## config.mk

```make
export PLATFORM = sky130hd
export DESIGN_NAME = pot_cmd_unit
export DESIGN_NICKNAME = d
export VERILOG_FILES = /design/src/core/pot_cmd_pkg.sv /design/src/core/id_crc8.sv /design/src/core/pot_cmd_unit.sv
export VERILOG_INCLUDE_DIRS = /design/src /design/src/core
export SDC_FILE = /design/constraint.sdc
export NUM_CORES = 1
export LEC_CHECK = 0
export CORE_ASPECT_RATIO = 1.2
export CORE_MARGIN = 2
export CORE_UTILIZATION = 55
export CTS_BUF_LIST = sky130_fd_sc_hd__clkbuf_2
export DETAILED_ROUTE_END_ITERATION = 6
export DONT_BUFFER_PORTS = 1
export PLACE_DENSITY = 0.68
export SETUP_SLACK_MARGIN = 0.3
export SYNTH_ARGS = -nofsm -noshare
export SYNTH_HDL_FRONTEND = slang
export SYNTH_SLANG_ARGS = --single-unit
export TNS_END_PERCENT = 20
```

## constraint.sdc

```tcl
create_clock -name sys_clk -period 3.6 [get_ports sys_clk]
set_input_delay 0.18 -clock sys_clk [delete_from_list [all_inputs] [get_ports sys_clk]]
set_output_delay 0.18 -clock sys_clk [all_outputs]
set_load 0.02 [all_outputs]
```

## src/core/pot_cmd_consts.svh

```systemverilog
// Constants of the single-wire potentiometer command unit
`ifndef POT_CMD_CONSTS_SVH
`define POT_CMD_CONSTS_SVH

// ****************************************
// Function command and release codes
// ****************************************
`define CMD_READ_POS      8'hF0
`define CMD_WRITE_POS     8'h0F
`define CMD_READ_CTRL     8'hAA
`define CMD_WRITE_CTRL    8'h55
`define CMD_INCREMENT     8'hC3
`define CMD_DECREMENT     8'h99
`define RELEASE_CODE      8'h96

// ****************************************
// Register values and fields
// ****************************************
`define FEATURE_VALUE     8'hF3
`define CTRL_RESET        8'h0C
`define CTRL_VALID_OFF    8'h0C
`define CTRL_VALID_ON     8'h4C
`define CTRL_WSEL_LSB     0
`define CTRL_WSEL_MSB     1
`define CTRL_WSEL_N_LSB   2
`define CTRL_WSEL_N_MSB   3
`define CTRL_PUMP_BIT     6
`define WIPER_RESET       8'h00
`define WIPER_MAX         8'hFF
`define WIPER_MIN         8'h00
`define INVALID_ECHO      8'hFF

// ****************************************
// Identification CRC
// ****************************************
`define CRC_POLY_REFLECT  8'h8C
`define CRC_INIT          8'h00

`endif

```

## src/core/pot_cmd_pkg.sv

```systemverilog
// Types of the single-wire potentiometer command unit
package pot_cmd_pkg;

  typedef enum logic [3:0] {
    ST_WAIT_SEL,
    ST_CMD,
    ST_TX,
    ST_DATA,
    ST_RELEASE,
    ST_FILL,
    ST_IGNORE
  } state_type;

  typedef enum logic [2:0] {
    FN_READ_POS,
    FN_WRITE_POS,
    FN_READ_CTRL,
    FN_WRITE_CTRL,
    FN_INCREMENT,
    FN_DECREMENT
  } func_type;

  // Bit-slot events from the link layer, all one-cycle pulses except wr_bit
  typedef struct packed {
    logic bus_reset;
    logic select_done;
    logic wr_valid;
    logic wr_bit;
    logic rd_req;
  } link_in_type;

  typedef struct packed {
    logic rd_valid;
    logic rd_bit;
  } link_out_type;

  typedef struct packed {
    state_type   state;
    func_type    func;
    logic        phase;
    logic [2:0]  cnt;
    logic [7:0]  shift;
    logic [7:0]  tx;
    logic [7:0]  rx_val;
    logic        fill;
    logic [7:0]  wiper;
    logic [7:0]  ctrl;
    logic        rd_valid;
    logic        rd_bit;
    logic [63:0] rom_id;
  } core_state_type;

endpackage

```

## src/core/id_crc8.sv

```systemverilog
// Serial identification CRC over a data word, shifted least significant bit first
`timescale 1ns/10ps
`include "pot_cmd_consts.svh"

module id_crc8 #(
  parameter int WIDTH = 56
) (
  input  wire logic [WIDTH-1:0] data,   // Bits to shift in, bit 0 first
  output logic      [7:0]       crc     // Generator contents after the last bit
);

  always_comb begin
    logic [7:0] acc;
    logic       fb;
    acc = `CRC_INIT;
    fb  = 1'b0;
    for (int i = 0; i < WIDTH; i++) begin
      fb  = acc[0] ^ data[i];
      acc = {1'b0, acc[7:1]};
      if (fb) begin
        acc = acc ^ `CRC_POLY_REFLECT;
      end
    end
    crc = acc;
  end

endmodule // id_crc8

```

## src/core/pot_cmd_unit.sv

```systemverilog
// Function command layer and identification value of a single-wire digital potentiometer
`timescale 1ns/10ps
`include "pot_cmd_consts.svh"

// Contract
// - Hold 64-bit identity: 8-bit family, 48-bit serial, 8-bit CRC over 56 bits.
// - CRC starts at zero, family shifted in LSB first, then serial.
// - Shifting the stored CRC through the generator leaves all zeros.
// - A function is one command byte then data bytes, only after selection.
// - All function bits travel least significant bit first.
// - Wiper commands act on the wiper named by the wiper-select field.
// - Read position returns control byte then wiper position byte.
// - After the read position bytes, further reads return zeros until reset.
// - Write position receives a byte and echoes it in the next read.
// - Correct release byte commits wiper position; later reads give zeros.
// - Wrong release byte keeps wiper; later reads give ones.
// - Read control returns feature byte, control byte, then zeros.
// - Write control receives a byte and echoes it next.
// - Invalid control value echoes as all ones.
// - Release commits control, zeros after; wrong release keeps it, ones after.
// - Increment raises wiper one step, returns it, saturates at maximum.
// - After increment or decrement, accept a new function command directly.
// - Decrement lowers wiper one step, returns it, saturates at zero.
// - Control holds wiper select 1:0, complement 3:2, pump bit 6; resets 0Ch.
// - Only 0Ch and 4Ch are accepted control values.
// - Feature register reads as fixed F3h.
module pot_cmd_unit #(
  parameter logic [7:0]  FAMILY_CODE = 8'h5A,               // Arbitrary value
  parameter logic [47:0] SERIAL_NUM  = 48'h0000_0000_0001   // Arbitrary value
) (
  input  wire logic                       sys_clk,        // 100 MHz clock
  input  wire logic                       sys_rst,        // Synchronous reset, active high
  input  wire logic                       clk_en,         // Freezes all state while low
  input  wire pot_cmd_pkg::link_in_type   link_in,        // Bit-slot events from the link layer
  output      pot_cmd_pkg::link_out_type  link_out,       // Answer to a read slot
  output      logic [7:0]                 wiper_pos,      // Committed wiper position
  output      logic [7:0]                 ctrl_reg,       // Committed control register
  output      logic                       charge_pump_on, // Charge pump enable
  output      logic [1:0]                 wiper_select,   // Addressed wiper number
  output      logic [63:0]                rom_id,         // Identification value, bit 0 first on the wire
  output      logic                       rom_crc_ok,     // Identification value checks to zero
  output      logic                       func_active     // A function command is in progress
);

  // ****************************************
  // Identification value
  // ****************************************
  logic [7:0]  id_crc;
  logic [7:0]  id_residue;
  logic [63:0] id_value;

  id_crc8 #(.WIDTH(56)) u_crc_gen (
    .data ({SERIAL_NUM, FAMILY_CODE}),
    .crc  (id_crc)
  );

  assign id_value = {id_crc, SERIAL_NUM, FAMILY_CODE};

  id_crc8 #(.WIDTH(64)) u_crc_chk (
    .data (id_value),
    .crc  (id_residue)
  );

  // ****************************************
  // State
  // ****************************************
  pot_cmd_pkg::core_state_type q;
  pot_cmd_pkg::core_state_type d;

  logic [7:0] rx_byte;
  logic       byte_in;
  logic       byte_out;
  logic [1:0] sel_field;
  logic [1:0] sel_inv;
  logic       addressed;
  logic       ctrl_ok;

  // ****************************************
  // Byte framing
  // ****************************************
  // LSB first: each new bit enters at the top and moves down
  assign rx_byte  = {link_in.wr_bit, q.shift[7:1]};
  assign byte_in  = link_in.wr_valid && (q.cnt == 3'h7);
  assign byte_out = link_in.rd_req && (q.cnt == 3'h7);

  // ****************************************
  // Control decode
  // ****************************************
  assign sel_field = q.ctrl[`CTRL_WSEL_MSB:`CTRL_WSEL_LSB];
  assign sel_inv   = q.ctrl[`CTRL_WSEL_N_MSB:`CTRL_WSEL_N_LSB];

  // Only wiper zero exists; wiper commands act only when the field names it
  assign addressed = (sel_field == 2'h0) && (sel_inv == 2'h3);
  assign ctrl_ok   = (q.rx_val == `CTRL_VALID_OFF) || (q.rx_val == `CTRL_VALID_ON);

  // ****************************************
  // Next-state logic
  // ****************************************
  always_comb begin
    d          = q;
    d.rd_valid = 1'b0;
    d.rom_id   = id_value;

    // Read slots: a released bus reads as one unless a byte or fill is due
    if (link_in.rd_req) begin
      d.rd_valid = 1'b1;
      if (q.state == pot_cmd_pkg::ST_TX) begin
        d.rd_bit = q.tx[0];
        d.tx     = {1'b0, q.tx[7:1]};
      end else if (q.state == pot_cmd_pkg::ST_FILL) begin
        d.rd_bit = q.fill;
      end else begin
        d.rd_bit = 1'b1;
      end
    end

    case (q.state)
      pot_cmd_pkg::ST_WAIT_SEL: begin
        // Select pulses count only here, so a stray one mid-function is harmless
        if (link_in.select_done) begin
          d.state = pot_cmd_pkg::ST_CMD;
          d.cnt   = 3'h0;
        end
      end
      pot_cmd_pkg::ST_CMD: begin
        if (link_in.wr_valid) begin
          d.shift = rx_byte;
          d.cnt   = q.cnt + 3'h1;
        end
        if (byte_in) begin
          d.phase = 1'b0;
          if (rx_byte == `CMD_READ_POS) begin
            d.func  = pot_cmd_pkg::FN_READ_POS;
            d.tx    = q.ctrl;
            d.state = pot_cmd_pkg::ST_TX;
          end else if (rx_byte == `CMD_READ_CTRL) begin
            d.func  = pot_cmd_pkg::FN_READ_CTRL;
            d.tx    = `FEATURE_VALUE;
            d.state = pot_cmd_pkg::ST_TX;
          end else if (rx_byte == `CMD_WRITE_POS) begin
            d.func  = pot_cmd_pkg::FN_WRITE_POS;
            d.state = pot_cmd_pkg::ST_DATA;
          end else if (rx_byte == `CMD_WRITE_CTRL) begin
            d.func  = pot_cmd_pkg::FN_WRITE_CTRL;
            d.state = pot_cmd_pkg::ST_DATA;
          end else if (rx_byte == `CMD_INCREMENT) begin
            d.func  = pot_cmd_pkg::FN_INCREMENT;
            // The step is taken at command receipt; the read-back only reports it
            if (addressed && (q.wiper != `WIPER_MAX)) begin
              d.wiper = q.wiper + 8'h01;
            end
            d.tx    = d.wiper;
            d.state = pot_cmd_pkg::ST_TX;
          end else if (rx_byte == `CMD_DECREMENT) begin
            d.func  = pot_cmd_pkg::FN_DECREMENT;
            if (addressed && (q.wiper != `WIPER_MIN)) begin
              d.wiper = q.wiper - 8'h01;
            end
            d.tx    = d.wiper;
            d.state = pot_cmd_pkg::ST_TX;
          end else begin
            d.state = pot_cmd_pkg::ST_IGNORE;
          end
        end
      end
      pot_cmd_pkg::ST_TX: begin
        // Writes are ignored while a byte goes out
        if (link_in.rd_req) begin
          d.cnt = q.cnt + 3'h1;
        end
        if (byte_out) begin
          case (q.func)
            pot_cmd_pkg::FN_READ_POS: begin
              if (!q.phase) begin
                d.tx    = q.wiper;
                d.phase = 1'b1;
              end else begin
                d.fill  = 1'b0;
                d.state = pot_cmd_pkg::ST_FILL;
              end
            end
            pot_cmd_pkg::FN_READ_CTRL: begin
              if (!q.phase) begin
                d.tx    = q.ctrl;
                d.phase = 1'b1;
              end else begin
                d.fill  = 1'b0;
                d.state = pot_cmd_pkg::ST_FILL;
              end
            end
            pot_cmd_pkg::FN_WRITE_POS,
            pot_cmd_pkg::FN_WRITE_CTRL: begin
              d.state = pot_cmd_pkg::ST_RELEASE;
            end
            default: begin
              d.state = pot_cmd_pkg::ST_CMD;
            end
          endcase
        end
      end
      pot_cmd_pkg::ST_DATA: begin
        if (link_in.wr_valid) begin
          d.shift = rx_byte;
          d.cnt   = q.cnt + 3'h1;
        end
        if (byte_in) begin
          d.rx_val = rx_byte;
          d.state  = pot_cmd_pkg::ST_TX;
          if ((q.func == pot_cmd_pkg::FN_WRITE_CTRL) &&
              (rx_byte != `CTRL_VALID_OFF) && (rx_byte != `CTRL_VALID_ON)) begin
            d.tx = `INVALID_ECHO;
          end else begin
            d.tx = rx_byte;
          end
        end
      end
      pot_cmd_pkg::ST_RELEASE: begin
        if (link_in.wr_valid) begin
          d.shift = rx_byte;
          d.cnt   = q.cnt + 3'h1;
        end
        if (byte_in) begin
          d.state = pot_cmd_pkg::ST_FILL;
          // Ones unless a valid value is committed, so a refused value reads as ones
          d.fill  = 1'b1;
          if (rx_byte == `RELEASE_CODE) begin
            if (q.func == pot_cmd_pkg::FN_WRITE_POS) begin
              d.fill = 1'b0;
              if (addressed) begin
                d.wiper = q.rx_val;
              end
            end else if (ctrl_ok) begin
              d.ctrl = q.rx_val;
              d.fill = 1'b0;
            end
          end
        end
      end
      pot_cmd_pkg::ST_FILL: begin
        // The fill bit answers every read until a bus reset
      end
      pot_cmd_pkg::ST_IGNORE: begin
        // Bus stays released and writes are dropped until a bus reset
      end
      default: begin
        // Unused encodings park quietly instead of decoding stray traffic
        d.state = pot_cmd_pkg::ST_IGNORE;
      end
    endcase

    // Bus reset outranks any select or write slot in the same cycle; a read slot is still answered. A commit or a step taken
    // from this cycle's last bit is undone, so a function cut on its last bit changes nothing
    if (link_in.bus_reset) begin
      d.state = pot_cmd_pkg::ST_WAIT_SEL;
      d.cnt   = 3'h0;
      d.phase = 1'b0;
      d.fill  = 1'b1;
      d.wiper = q.wiper;
      d.ctrl  = q.ctrl;
    end
  end

  // ****************************************
  // State register
  // ****************************************
  always_ff @(posedge sys_clk) begin
    if (sys_rst) begin
      q.state    <= pot_cmd_pkg::ST_WAIT_SEL;
      q.func     <= pot_cmd_pkg::FN_READ_POS;
      q.phase    <= 1'b0;
      q.cnt      <= 3'h0;
      q.shift    <= 8'h00;
      q.tx       <= 8'h00;
      q.rx_val   <= 8'h00;
      q.fill     <= 1'b1;
      q.wiper    <= `WIPER_RESET;
      q.ctrl     <= `CTRL_RESET;
      q.rd_valid <= 1'b0;
      q.rd_bit   <= 1'b1;
      q.rom_id   <= 64'h0;
    end else if (clk_en) begin
      q <= d;
    end
  end

  // ****************************************
  // Outputs
  // ****************************************
  assign link_out.rd_valid = q.rd_valid;
  assign link_out.rd_bit   = q.rd_bit;
  assign wiper_pos         = q.wiper;
  assign ctrl_reg          = q.ctrl;
  assign charge_pump_on    = q.ctrl[`CTRL_PUMP_BIT];
  assign wiper_select      = q.ctrl[`CTRL_WSEL_MSB:`CTRL_WSEL_LSB];
  assign rom_id            = q.rom_id;
  // Built from constants only; it stays high for any family or serial parameter
  assign rom_crc_ok        = (id_residue == 8'h00);
  assign func_active       = (q.state != pot_cmd_pkg::ST_WAIT_SEL);

endmodule // pot_cmd_unit

```

## Word level (Yosys, flattened, before mapping)

Cells that the tools add are included.

- $add $sub $neg: 3
- Equal/unequal tests: 44
- Multiplexer cells: 67
- Bitwise operators: 2
- Reductions and logical operators: 32

Operator list:

| cell | count |
|---|---|
| $mux W8 | 28 |
| $mux W17 | 3 |
| $eq A8 B8 Y1 const B | 5 |
| $mux W7 | 5 |
| $pmux W8 S2 | 2 |
| $mux W4 | 7 |
| $ne A3 B3 Y1 const B | 9 |
| $pmux W4 S6 | 1 |
| $pmux W8 S3 | 1 |
| $ne A2 B2 Y1 const B | 9 |
| $eq A8 B4 Y1 const B | 2 |
| $eq A8 B7 Y1 const B | 2 |
| $mux W16 | 1 |
| $reduce_and A13 Y1 | 1 |
| $eq A4 B3 Y1 const B | 3 |
| $mux W3 | 4 |
| $mux W11 | 1 |
| $reduce_and A5 Y1 | 2 |
| $mux W1 | 9 |
| $pmux W3 S3 | 1 |
| $add A8 B1 Y8 const B | 1 |
| $eq A4 B2 Y1 const B | 2 |
| $ne A8 B4 Y1 const B | 1 |
| $ne A8 B7 Y1 const B | 1 |
| other kinds (33) | 47 |

- Bits in registers: 55
- Output and inout bits: 87
- Word-level logic and storage cells: 161

## Logic depth before layout (Yosys ltp)

- Depth after elaboration: 13
- Gate-level depth with buffers: 9

## By module

Synthesis repeated with hierarchy kept, for this count alone.

- Cell total of the unflattened synthesis: 981
- Area, all modules: 9,268.9 µm²

Modules (own cells, without submodules):

| module | times used | cells each | area each (µm²) |
|---|---|---|---|
| pot_cmd_unit | 1 | 661 | 5,046.1 |
| id_crc8 at u_crc_chk | 1 | 164 | 2,265.9 |
| id_crc8 at u_crc_gen | 1 | 156 | 1,956.9 |

## Least setup slack after synthesis

OpenSTA, ideal clock, no wires.

- Path type: flip-flop to flip-flop
- Start point: register q[115] in the netlist's numbering
- End point: register q[97] in the netlist's numbering
- Arrival: 2.002 ns
- Data required time: 3.469 ns
- Slack: 1.467 ns
- Cell stages (with the launch flop): 8
- Path through: dfxtp_1 buf_2 nor4bb_1 buf_2 mux2_2 o221a_1 a2111oi_2 nor3_1

- Cells in the longest elaborated chain, start to end: 11
- Elaborated cells between the ends (all ways): 18
- Those cells by class: eq/ne: 3; mux: 15

RTL lines:

| item | line | RTL |
|---|---|---|
| from (decl) | pot_cmd_unit.sv:67 | `pot_cmd_pkg::core_state_type q;` |
| $eq A4 B2 Y1 | pot_cmd_unit.sv:107, pot_cmd_unit.sv:117 |  |
| $mux W8 | pot_cmd_unit.sv:107 | `if (q.state == pot_cmd_pkg::ST_TX) begin` |
| $mux W8 | pot_cmd_unit.sv:105 | `if (link_in.rd_req) begin` |
| $mux W8 | pot_cmd_unit.sv:154 | `` end else if (rx_byte == `CMD_DECREMENT) begin `` |
| $mux W8 | pot_cmd_unit.sv:146 | `` end else if (rx_byte == `CMD_INCREMENT) begin `` |
| $mux W8 | pot_cmd_unit.sv:143 | `` end else if (rx_byte == `CMD_WRITE_CTRL) begin `` |
| $mux W8 | pot_cmd_unit.sv:140 | `` end else if (rx_byte == `CMD_WRITE_POS) begin `` |
| $mux W8 | pot_cmd_unit.sv:136 | `` end else if (rx_byte == `CMD_READ_CTRL) begin `` |
| $mux W8 | pot_cmd_unit.sv:132 | `` if (rx_byte == `CMD_READ_POS) begin `` |
| $mux W8 | pot_cmd_unit.sv:130 | `if (byte_in) begin` |
| $pmux W8 S3 * | pot_cmd_unit.sv:117 | `case (q.state)` |

Every way passes the cells marked *; elsewhere a longest branch is shown, timed or not.
A chain may end at the register's enable or synchronous reset.

## Worst setup path in the final report

- Start point: register q[114] in the netlist's numbering
- End point: register q[107] in the netlist's numbering

- Cells in the longest elaborated chain, start to end: 4
- Elaborated cells between the ends (all ways): 13
- Those cells by class: eq/ne: 7; mux: 2; reduce/logical: 4

RTL lines:

| item | line |
|---|---|
| $eq A4 B3 Y1 (tied with other cells) | pot_cmd_unit.sv:117 |
| $reduce_or A3 Y1 (no line) | - |
| $ne A3 B1 Y1 (no line) (tied with other cells) | - |
| $reduce_and A5 Y1 (no line) or $mux W4 (tied branches) | - |

Several ways; a longest one is shown, not always the timed one.

==> run metrics <==
final net count=583; DR vias=4391; Setup Skew=0.0315 ns; vias in the first global route=3957; Yosys cell types=82; hold path start=clk_en; IO Count=95; htree depth=2; Crit Path Max Fanout=19; Antenna diodes=0; Critical Path AT=3.29 ns; grt total ovfl=0; Final HPWL DP=9800 um; GRT Resource Usage Total=0.286; DR DRC count=0; Tmin final=2.83 ns; share of post-route cells with drive strength above 1=0.0928; worst path required time=4.06 ns; worst r2r path cells=6; Setup Buffers After CTS=0; hold depth=3; Area Overhead vs Synth=-5.42%; Hold EP=q[97]; clock-pin slew on the worst setup and hold paths=0.29 ns; Die Ht=106 um; min-delay worst type=input port to register; final setup violating endpoints=0; Hold Vio Cnt, Final=0; final wirelength=13500 um; RSZ-0062 raised after global routing=no; CP Class=register to register; first-pass GRT wire length=21100 um; number of gates resized after CTS=0; status=finished, final reports clean; pwr dens=227 nW/um2; Setup crit start=q[114]; register area share after synthesis=0.221; Die ar.=9500 um2; Syn Inst Count=615; Site Rows=37; initial antenna violation count=0; switching power share of the total=0.332; Leakage=1.65 nW; total clock sinks=53; pin count of the biggest net entering global routing=51; number of flops mapped to enable cells by yosys=0; Max Slew Vio Count=0; RePlAce Congestion=0.949; Max VDD drop=0.131 mV; CTS tree=done; R2R setup slack=0.77 ns; register bit total from synthesis=53; mean post-synth cell area=7.81 um2; part of the power in registers=0.601; normalized max-slew margin=0.229; die extent in x=89.3 um; capture point of the worst reg-to-reg path=q[107]; fin cells=688; ANT nets after route=0; total power=1.03 mW; Internal=0.690 mW; CP startpoint kind=register; ys flop type=dfxtp_1; Placed Instances=672; clk buf depth=2; Clock Latency Late Sink=0.48 ns; Ys Warns=0; Num CTS Buffers=5; Root Driver=clkbuf_2; DRT Pass-1 Iters=5; NetSw=0.343 mW; R2R Path Start=q[114]; fmax=0.353 GHz; setup TNS=0 ns; max reg flops=34; Port Buffers=0; ys async rst share=0; vias per cell=6.38; drt initial violations=529; Clock Power Share=0.242; Core Area=8520 um2; final worst path period share=0.787; Worst setup EP type=register; Worst Max-Slew Pin Slew=1.15 ns; drt wl/cell=19.6 um; max-cap viol count=0; Logic pwr share=0.157; Starting Density=0.564; Synth Cell Area=4800 um2
## timing repair
action                     CTS  global route
hold endpoints to repair    53             0
hold buffers                 8             0
setup endpoints to repair    0             0
## layout by cell type, fill, tap and decap left out, types with 9 or more instances in the layout
cell / netlist / layout
a21oi_1: 24 / 24
nand3_1: 9 / 9
and2_1: 11 / 11
o21ai_0: 23 / 23
nand2_1: 34 / 34
inv_1: 11 / 11
o22ai_1: 12 / 12
nor2_1: 77 / 77
conb_1: 2 / 59
dfxtp_1: 53 / 53
mux2i_1: 36 / 36
a211oi_1: 13 / 13
nor3_1: 15 / 15
a31oi_1: 12 / 12
## power groups by stage
stage / logic [mW] / clock network [mW] / registers (mW)
6_report: 0.162 / 0.250 / 0.620
5_1_grt: 0.176 / 0.280 / 0.622
4_1_cts: 0.159 / 0.260 / 0.620
3_5_place_dp: 0.139 / 0 / 0.630
3_3_place_gp: 0.139 / 0 / 0.629
2_1_floorplan: 0.201 / 0 / 0.614
## cell usage after synthesis (5+ instances only)
cell,number,share of area
mux2i_1,36,0.075
o221ai_1,5,0.0091
dfxtp_1,53,0.22
o211ai_1,6,0.0094
nor4_1,5,0.0065
inv_1,11,0.0086
and2_1,11,0.014
nor2b_1,7,0.0091
nand3_1,9,0.0094
nor3_1,15,0.016
a211oi_1,13,0.020
ha_1,5,0.013
a221oi_1,6,0.011
mux2_2,7,0.016
a31oi_1,12,0.016
o22ai_1,12,0.016
nand2b_1,7,0.0091
nor2_1,77,0.060
nand2_1,34,0.027
clkbuf_1,20,0.016
buf_2,12,0.013
buf_4,85,0.13
a21oi_1,24,0.025
o21ai_0,23,0.024
## layout make-up
type,instances,area [um2]
clock buffers,6,30.0
clock inverters,2,10.0
fillers,831,3980
inverters,13,48.8
multi-input cells,482,3100
flip-flops and latches,53,1060
well taps,117,146
repair buffers,15,143
## per-layer routing
layer  up-vias  wire, um  global-route usage
met5         -         0                   0
met4         0       702               0.144
met3        54      1080              0.0551
met2       243      6300               0.447
met1      2071      5370               0.371
li1       2023         -                   -
## cells by family after synthesis
family,share of synthesized area
AND/OR/NAND/NOR,0.238
AO/OA/AOI/OAI,0.245
buffers and inverters,0.179
XOR/XNOR,0.0109
flip-flops,0.221
multiplexers,0.0915
adder cells (fa/ha/maj),0.0130
other,0.00156
## worst max-delay path, stage by stage, from the launching register on
cell           delay, ns
dfxtp_1             0.81
or3_1               0.36
o31ai_1             0.14
a2111oi_0           0.68
mux2i_1             0.15
nor2_1              0.11
dlygate4sd3_1       0.54
## through the flow
stage | util | hold WS, ns | setup slack, ns | area (um2)
after floorplan | - | 0.327 | 1.47 | 5020
after global placement | 0.518 | 0.257 | 1.01 | 4410
after detailed placement | 0.518 | 0.255 | 1.02 | 4410
after CTS | 0.533 | 0.00331 | 0.786 | 4540
after global routing | 0.533 | 0.00316 | 0.581 | 4540
final | 0.533 | 0.0259 | 0.769 | 4540
## how the worst max path moves through the flow
stage / slack, ns / endpoint / depth (start not counted)
floorplan: 1.47 / q[97] / 7
global placement: 1.01 / q[95] / 8
detailed placement: 1.02 / q[95] / 8
CTS: 0.79 / q[107] / 6
global route: 0.58 / q[107] / 7
finish: 0.77 / q[107] / 6
No activity file was read; power rests on OpenSTA's default activity.
